## src/hw/product_quotient_pkg.sv

```systemverilog
// constants and types for the multiply and divide datapath
package product_quotient_pkg;

  localparam int DATA_W = 32;
  localparam int HALF_W = 16;
  localparam int DEST_W = 5;
  localparam int PROD_W = 64;

  localparam logic [31:0] ACC_RESET = 32'h0000_0000;

  // reissue interval of a division per dividend class; latency is one less
  localparam logic [5:0] DIV_REPEAT_8  = 6'h0b;
  localparam logic [5:0] DIV_REPEAT_16 = 6'h12;
  localparam logic [5:0] DIV_REPEAT_24 = 6'h19;
  localparam logic [5:0] DIV_REPEAT_32 = 6'h20;

  // iterations left after skipping 23, 15 and 7
  localparam logic [5:0] DIV_BITS_8  = 6'h09;
  localparam logic [5:0] DIV_BITS_16 = 6'h11;
  localparam logic [5:0] DIV_BITS_24 = 6'h19;
  localparam logic [5:0] DIV_BITS_32 = 6'h20;
  localparam logic [5:0] DIV_FULL    = 6'h20;

  typedef enum logic [3:0] {
    idle_op            = 4'h0,
    product_to_acc_op  = 4'h1,
    acc_add_product_op = 4'h2,
    acc_sub_product_op = 4'h3,
    product_to_gpr_op  = 4'h4,
    quotient_op        = 4'h5,
    read_acc_upper_op  = 4'h6,
    read_acc_bottom_op = 4'h7
  } op_t;

  typedef enum logic [2:0] {
    st_idle   = 3'b001,
    st_pass2  = 3'b010,
    st_divide = 3'b100
  } state_t;

  typedef struct packed {
    logic              valid;
    op_t               op;
    logic              is_unsigned;
    logic [DEST_W-1:0] dest;
    logic [DATA_W-1:0] src_a;
    logic [DATA_W-1:0] src_b;
  } issue_t;

  typedef struct packed {
    logic              valid;
    logic [DEST_W-1:0] dest;
    logic [DATA_W-1:0] data;
  } result_t;

endpackage : product_quotient_pkg

```

## src/hw/product_quotient_unit.sv

```systemverilog
// multiply, multiply-accumulate and early-in divide datapath
`timescale 1ns/1ps
`default_nettype none
module product_quotient_unit (
  input  wire logic                          ref_clk,
  input  wire logic                          srst,
  input  wire product_quotient_pkg::issue_t  issue,
  output var  logic                          issue_stall,
  output var  product_quotient_pkg::result_t gpr_result,
  output var  logic [31:0]                   acc_upper_word,
  output var  logic [31:0]                   acc_bottom_word
);
  import product_quotient_pkg::*;

  state_t state;
  state_t next_state;

  // issue decode
  wire logic take;
  wire logic take_mul;
  wire logic take_div;
  wire logic take_read;
  wire logic sgn;

  // the stall flop already refuses issues while busy, so the
  // pipe holding its request is all that is needed from it
  assign take      = issue.valid && !issue_stall;
  assign take_mul  = take && (issue.op == product_to_acc_op ||
                              issue.op == acc_add_product_op ||
                              issue.op == acc_sub_product_op ||
                              issue.op == product_to_gpr_op);
  assign take_div  = take && issue.op == quotient_op;
  assign take_read = take && (issue.op == read_acc_upper_op ||
                              issue.op == read_acc_bottom_op);
  assign sgn       = !issue.is_unsigned;

  // width class of source_b_operand decides the pass count alone
  wire logic b_narrow;
  assign b_narrow = issue.is_unsigned ? (issue.src_b[31:16] == 16'h0000) :
                    (issue.src_b[31:15] == {17{issue.src_b[31]}});

  // second pass holding state
  op_t               pend_op;
  logic [DEST_W-1:0] pend_dest;
  logic [32:0]       pend_a;
  logic [16:0]       pend_bhi;
  logic [63:0]       pend_part;

  // one shared 33x17 signed array; extension bits carry signedness
  wire logic signed [32:0] arr_a;
  wire logic signed [16:0] arr_b;
  wire logic signed [49:0] arr_p;
  wire logic        [63:0] arr_ext;
  wire logic        [32:0] a_ext;
  wire logic        [16:0] b_lo_ext;
  wire logic        [16:0] b_hi_ext;

  assign a_ext    = {sgn & issue.src_a[31], issue.src_a};
  assign b_lo_ext = {b_narrow & sgn & issue.src_b[15], issue.src_b[15:0]};
  assign b_hi_ext = {sgn & issue.src_b[31], issue.src_b[31:16]};
  assign arr_a    = (state == st_pass2) ? pend_a : a_ext;
  assign arr_b    = (state == st_pass2) ? pend_bhi : b_lo_ext;
  assign arr_p    = arr_a * arr_b;
  assign arr_ext  = {{14{arr_p[49]}}, arr_p};

  // completed product, from the first pass or after the second
  wire logic        done;
  wire op_t         done_op;
  wire logic [63:0] done_prod;
  wire logic [4:0]  done_dest;

  assign done      = (state == st_pass2) || (take_mul && b_narrow);
  assign done_op   = (state == st_pass2) ? pend_op : issue.op;
  assign done_dest = (state == st_pass2) ? pend_dest : issue.dest;
  assign done_prod = (state == st_pass2) ? pend_part + {arr_ext[47:0], 16'h0000} :
                     arr_ext;

  // accumulator update
  wire logic [63:0] acc_pair;
  wire logic [63:0] acc_next_mul;
  wire logic        acc_target;

  assign acc_pair     = {acc_upper_word, acc_bottom_word};
  assign acc_target   = done && done_op != product_to_gpr_op;
  assign acc_next_mul = (done_op == acc_add_product_op) ? acc_pair + done_prod :
                        (done_op == acc_sub_product_op) ? acc_pair - done_prod :
                        done_prod;

  // dividend class from its own sign extension
  wire logic        a_fill;
  wire logic [5:0]  cls_bits;
  wire logic [5:0]  cls_repeat;
  wire logic [31:0] abs_a;
  wire logic [31:0] abs_b;

  assign a_fill     = sgn & issue.src_a[31];
  assign cls_bits   = (issue.src_a[31:7] == {25{a_fill}})  ? DIV_BITS_8  :
                      (issue.src_a[31:15] == {17{a_fill}}) ? DIV_BITS_16 :
                      (issue.src_a[31:23] == {9{a_fill}})  ? DIV_BITS_24 :
                      DIV_BITS_32;
  assign cls_repeat = (cls_bits == DIV_BITS_8)  ? DIV_REPEAT_8  :
                      (cls_bits == DIV_BITS_16) ? DIV_REPEAT_16 :
                      (cls_bits == DIV_BITS_24) ? DIV_REPEAT_24 :
                      DIV_REPEAT_32;
  assign abs_a      = a_fill ? 32'h0 - issue.src_a : issue.src_a;
  assign abs_b      = (sgn & issue.src_b[31]) ? 32'h0 - issue.src_b : issue.src_b;

  // divider state
  logic [5:0]  div_cnt;
  logic [5:0]  div_bits;
  logic [31:0] div_q;
  logic [32:0] div_r;
  logic [31:0] div_d;
  logic        neg_q;
  logic        neg_r;

  // the issue edge is itself the first possible iteration, which is
  // what lets a full 32 bit divide fit in its reissue interval
  wire logic [5:0]  edges_left;
  wire logic [5:0]  bits_cur;
  wire logic [31:0] st_q;
  wire logic [32:0] st_r;
  wire logic [31:0] st_d;
  wire logic        iterate;

  assign edges_left = take_div ? cls_repeat : div_cnt;
  assign bits_cur   = take_div ? cls_bits : div_bits;
  assign st_q       = take_div ? abs_a << (DIV_FULL - cls_bits) : div_q;
  assign st_r       = take_div ? 33'h0 : div_r;
  assign st_d       = take_div ? abs_b : div_d;
  assign iterate    = (take_div || state == st_divide) && edges_left <= bits_cur;

  // one restoring step: one quotient bit per clock
  wire logic [32:0] r_sh;
  wire logic [32:0] r_diff;
  wire logic        q_bit;
  wire logic [31:0] q_new;
  wire logic [32:0] r_new;

  assign r_sh   = {st_r[31:0], st_q[31]};
  assign r_diff = r_sh - {1'b0, st_d};
  assign q_bit  = !r_diff[32];
  assign q_new  = iterate ? {st_q[30:0], q_bit} : st_q;
  assign r_new  = iterate ? (q_bit ? r_diff : r_sh) : st_r;

  wire logic        div_finish;
  wire logic [31:0] q_fin;
  wire logic [31:0] r_fin;

  assign div_finish = (state == st_divide) && div_cnt == 6'h01;
  assign q_fin      = neg_q ? 32'h0 - q_new : q_new;
  assign r_fin      = neg_r ? 32'h0 - r_new[31:0] : r_new[31:0];

  // sequencing; no input from the pipe can hold a pass or a division back
  always_comb begin
    next_state = state;
    unique case (state)
      st_idle: begin
        if (take_mul && !b_narrow) begin
          next_state = st_pass2;
        end else if (take_div) begin
          next_state = st_divide;
        end
      end
      st_pass2: begin
        next_state = st_idle;
      end
      st_divide: begin
        if (div_finish) begin
          next_state = st_idle;
        end
      end
    endcase
  end

  // read and targeted results share two register stages
  wire logic        stage_load;
  wire logic [31:0] stage_data;
  wire logic [4:0]  stage_dest;

  assign stage_load = (done && done_op == product_to_gpr_op) || take_read;
  assign stage_data = take_read ?
                      (issue.op == read_acc_upper_op ? acc_upper_word : acc_bottom_word) :
                      done_prod[31:0];
  assign stage_dest = take_read ? issue.dest : done_dest;

  result_t stage;

  always_ff @(posedge ref_clk) begin
    if (srst) begin
      state       <= st_idle;
      issue_stall <= 1'b0;
    end else begin
      state       <= next_state;
      issue_stall <= next_state != st_idle;
    end
  end

  always_ff @(posedge ref_clk) begin
    if (srst) begin
      stage      <= '0;
      gpr_result <= '0;
    end else begin
      stage      <= '{valid: stage_load, dest: stage_dest, data: stage_data};
      gpr_result <= stage;
    end
  end

  always_ff @(posedge ref_clk) begin
    if (srst) begin
      acc_upper_word  <= ACC_RESET;
      acc_bottom_word <= ACC_RESET;
    end else if (div_finish) begin
      acc_upper_word  <= r_fin;
      acc_bottom_word <= q_fin;
    end else if (acc_target) begin
      acc_upper_word  <= acc_next_mul[63:32];
      acc_bottom_word <= acc_next_mul[31:0];
    end
  end

  always_ff @(posedge ref_clk) begin
    if (srst) begin
      pend_op   <= idle_op;
      pend_dest <= '0;
      pend_a    <= '0;
      pend_bhi  <= '0;
      pend_part <= '0;
    end else if (take_mul && !b_narrow) begin
      pend_op   <= issue.op;
      pend_dest <= issue.dest;
      pend_a    <= a_ext;
      pend_bhi  <= b_hi_ext;
      pend_part <= arr_ext;
    end
  end

  always_ff @(posedge ref_clk) begin
    if (srst) begin
      div_cnt  <= 6'h00;
      div_bits <= 6'h00;
      div_q    <= '0;
      div_r    <= '0;
      div_d    <= '0;
      neg_q    <= 1'b0;
      neg_r    <= 1'b0;
    end else if (take_div || state == st_divide) begin
      div_cnt  <= edges_left - 6'h01;
      div_bits <= bits_cur;
      div_q    <= q_new;
      div_r    <= r_new;
      div_d    <= st_d;
      if (take_div) begin
        neg_q <= sgn & (issue.src_a[31] ^ issue.src_b[31]);
        neg_r <= a_fill;
      end
    end
  end

endmodule : product_quotient_unit
`default_nettype wire

```

## config.mk

```make
export PLATFORM = sky130hd
export DESIGN_NAME = product_quotient_unit
export DESIGN_NICKNAME = d
export VERILOG_FILES = /design/src/hw/product_quotient_pkg.sv /design/src/hw/product_quotient_unit.sv
export SDC_FILE = /design/constraint.sdc
export NUM_CORES = 2
export LEC_CHECK = 0
export ABC_AREA = 1
export ABC_CLOCK_PERIOD_IN_PS = 28000
export BUFFER_PORTS_ARGS = -buffer_cell sky130_fd_sc_hd__buf_4
export CORE_MARGIN = 2
export CORE_UTILIZATION = 30
export DETAILED_ROUTE_END_ITERATION = 12
export GPL_TIMING_DRIVEN = 0
export PLACE_DENSITY = 0.5
export SYNTH_ARGS = -nofsm -noshare
export SYNTH_HDL_FRONTEND = slang
export SYNTH_SLANG_ARGS = --single-unit
```

## constraint.sdc

```tcl
create_clock -name ref_clk -period 28 [get_ports ref_clk]
set_input_delay 5.6 -clock ref_clk [delete_from_list [all_inputs] [get_ports ref_clk]]
set_output_delay 5.6 -clock ref_clk [all_outputs]
set_load 0.03 [all_outputs]
```

==> summary.md <==
| Metric | Value |
|---|---|
| Status | complete, but fails checks |
| Failing checks | capacitance limit |
| Largest net degree at the start of global routing | 18 |
| Final slew viol count | 0 |
| FF-to-FF path depth | 58 |
| Hold/Removal Path Class | flip-flop to flip-flop |
| Global-route usage over all layers | 0.306 |
| Synth warnings | 0 |
| Routed vias/inst | 5.27 |
| TritonCTS clock tree | built |
| Slowest stage delay, CP | 1200 ps |
| Cell count after synthesis | 8654 |
| Crit path top cell by count | inv_1 |
| First-pass GRT wire length | 413 mm |
| Main synth FF type | dfxtp_1 |
| Setup crit start | issue[23] |
| Die height | 434 um |
| Post-CTS Resized | 0 |
| Initial DRT Pass Iterations | 9 |
| Final hold violations | 0 |
| Critical path class | input pin to flip-flop |
| Max transition margin | 0.00649 |
| CP required | 28560 ps |
| Period minus WS final | 20220 ps |
| Starting Density | 0.302 |
| Worst Setup EP | acc_upper_word[21] |
| Async SR Flop Fraction | 0 |
| Max-cap violations | 1 |
| Horiz. Die Dim | 434 um |
| Core ar. | 183000 um2 |
| Total Wirelength | 294 mm |
| Detail Route Antenna Nets | 0 |
| CTS Hold Bufs | 0 |
| Yosys reg bits | 363 |
| Worst R2R End | acc_upper_word[26] |
| H-tree lvl count | 2 |
| DRC | 0 |
| Postcts setup bufs | 0 |
| Total CTS buffers | 48 |
| Startpoint types | input pin |
| Longest Clk Path Bufs | 3 |
| Drt initial violations | 7047 |
| Number of antenna violations at the first check in global routing | 26 |
| Setup tns final | 0 ps |
| Slowest cell on crit path | nor4_1 |
| Max FO, Critical Path | 10 |
| Drt wl/cell | 25.8 um |
| IO buf count | 179 |
| Final worst path period share | 0.722 |
| Root Buffer | clkbuf_16 |
| Row count | 157 |
| RR Startpoint | state[1] |
| Most common cell after layout, fill and taps aside | nand2_1 |
| Placer Congestion | 1.10 |
| Area delta synth->final | 11.2% |
| Final setup skew | 50.7 ps |
| Most frequent cells in the layout | nand2_1 (1953), inv_1 (1543), nor2_1 (999) |
| Clock sinks | 363 |
| CP Data Arrival Time | 20780 ps |
| Fmax | 49.5 MHz |
| Share of cells above drive strength 1 | 0.0555 |
| Clk_lat worst skew | 680 ps |
| Io pins | 180 |
| Grt total ovfl | 0 |
| Crit end category | flip-flop |
| Post-synthesis cell type count | 69 |
| Mapped Area | 55400 um2 |
| Net Count, Synth | 9610 |
| Via Count | 60100 |
| Worst-Margin Slew | 1470 ps |
| Mean post-synth cell area | 6.40 um2 |
| Vias in the first global route | 57100 |
| Post-DP HPWL | 250 mm |
| # setup viols final | 0 |
| Clock-pin slew on the worst setup and hold paths | 60 ps |
| Final core utilization | 0.336 |
| Seq/Total Area, Yosys | 0.131 |
| Total die area | 188000 um2 |
| WHS | 400 ps |
| Nets | 9842 |
| Post-synth EDFFs | 0 |
| Reg-to-reg slack, setup | 10910 ps |
| RSZ-0062 raised after global routing | false |
area by class of cell:
type / instances / area [um2]
Fill cell: 20400 / 122000
Multi-Input combinational cell: 6379 / 40800
Sequential cell: 363 / 7270
Inverter: 1589 / 5970
Tap cell: 2464 / 3080
Buffer: 323 / 1380
Timing Repair Buffer: 182 / 1370
Clock buffer: 64 / 1350
Clock inverter: 24 / 334
Antenna cell: 10 / 25.0
layer usage:
layer / vias up / GRT usage / wire (um) / part of all wire
met1: 29100 / 0.408 / 125000 / 0.42
li1: 27600 / - / - / -
met5: - / 0 / 11 / 0.000037
met2: 2800 / 0.467 / 126000 / 0.43
met4: 2 / 0.142 / 15900 / 0.054
met3: 546 / 0.0697 / 27200 / 0.093
how the worst min path moves through the flow:
stage	from	endpoint	slack (ps)	cells after the start
finish	stage[33]	gpr_result[33]	400	2
global route	stage[33]	gpr_result[33]	420	2
CTS	stage[33]	gpr_result[33]	400	2
detailed placement	stage[33]	gpr_result[33]	390	2
global placement	stage[34]	gpr_result[34]	390	2
floorplan	stage[0]	gpr_result[0]	390	2
registers in the layout, indices dropped and copies added, names as in the netlist, 3 cells and up:
| signal | flops |
|---|---|
| div_r | 32 |
| pend_op | 4 |
| div_bits | 6 |
| acc_upper_word | 32 |
| div_d | 32 |
| pend_a | 33 |
| acc_bottom_word | 32 |
| pend_dest | 5 |
| pend_part | 50 |
| div_q | 32 |
| div_cnt | 6 |
| gpr_result | 38 |
| stage | 38 |
| state | 3 |
| pend_bhi | 17 |
logic make-up after synthesis:
family,synth area share
AND/OR/NAND/NOR,0.283
multiplexers,0.00108
adder cells (fa/ha/maj),0.272
buffers and inverters,0.132
XOR/XNOR,0.0254
flip-flops,0.131
AO/OA/AOI/OAI,0.156
stage by stage:
step / instances / cell area (um2) / setup WS (ps)
CTS: 11400 / 61600 / 8390
finish: 11400 / 61600 / 7780
detailed placement: 11300 / 59900 / 7710
global route: 11400 / 61600 / 7330
floorplan: 8654 / 55400 / 12880
global placement: 11300 / 59800 / 7660
synthesized netlist by cell type, types with 19 or more instances:
cell type  count  share of area
a21oi_1      635          0.057
a31oi_1       33         0.0037
xor2_1       116          0.018
nand4_1       66         0.0075
nor3_1        63         0.0057
nor4_1        19         0.0021
nand2_2       32         0.0036
buf_1         19         0.0013
clkbuf_1     250          0.017
o21ai_1       75         0.0068
buf_2         31         0.0028
nand2_1     1953           0.13
or2_2         37         0.0042
inv_1       1543           0.10
o21bai_1      40         0.0054
fa_1         540           0.20
o21ai_0      596          0.054
xnor2_1       43         0.0068
o211ai_1      69         0.0093
nand3_1      492          0.044
nand3b_1      23         0.0031
o21a_1        26         0.0035
ha_1         339          0.077
inv_2         33         0.0022
nor2_1       999          0.068
dfxtp_1      363           0.13
a21o_1        28         0.0038
critical path, delay by kind of cell:
kind	cells	cell delay, ps
and+or+nand+nor	18	4380
buffers and inverters	13	2620
xor gates and xnor gates	2	880
AOI/OAI and AO/OA	13	3100
adders and majority gates	9	4120
Power is not shown: default switching activity piles up to over one toggle a cycle in this logic, so the estimate is an artifact.
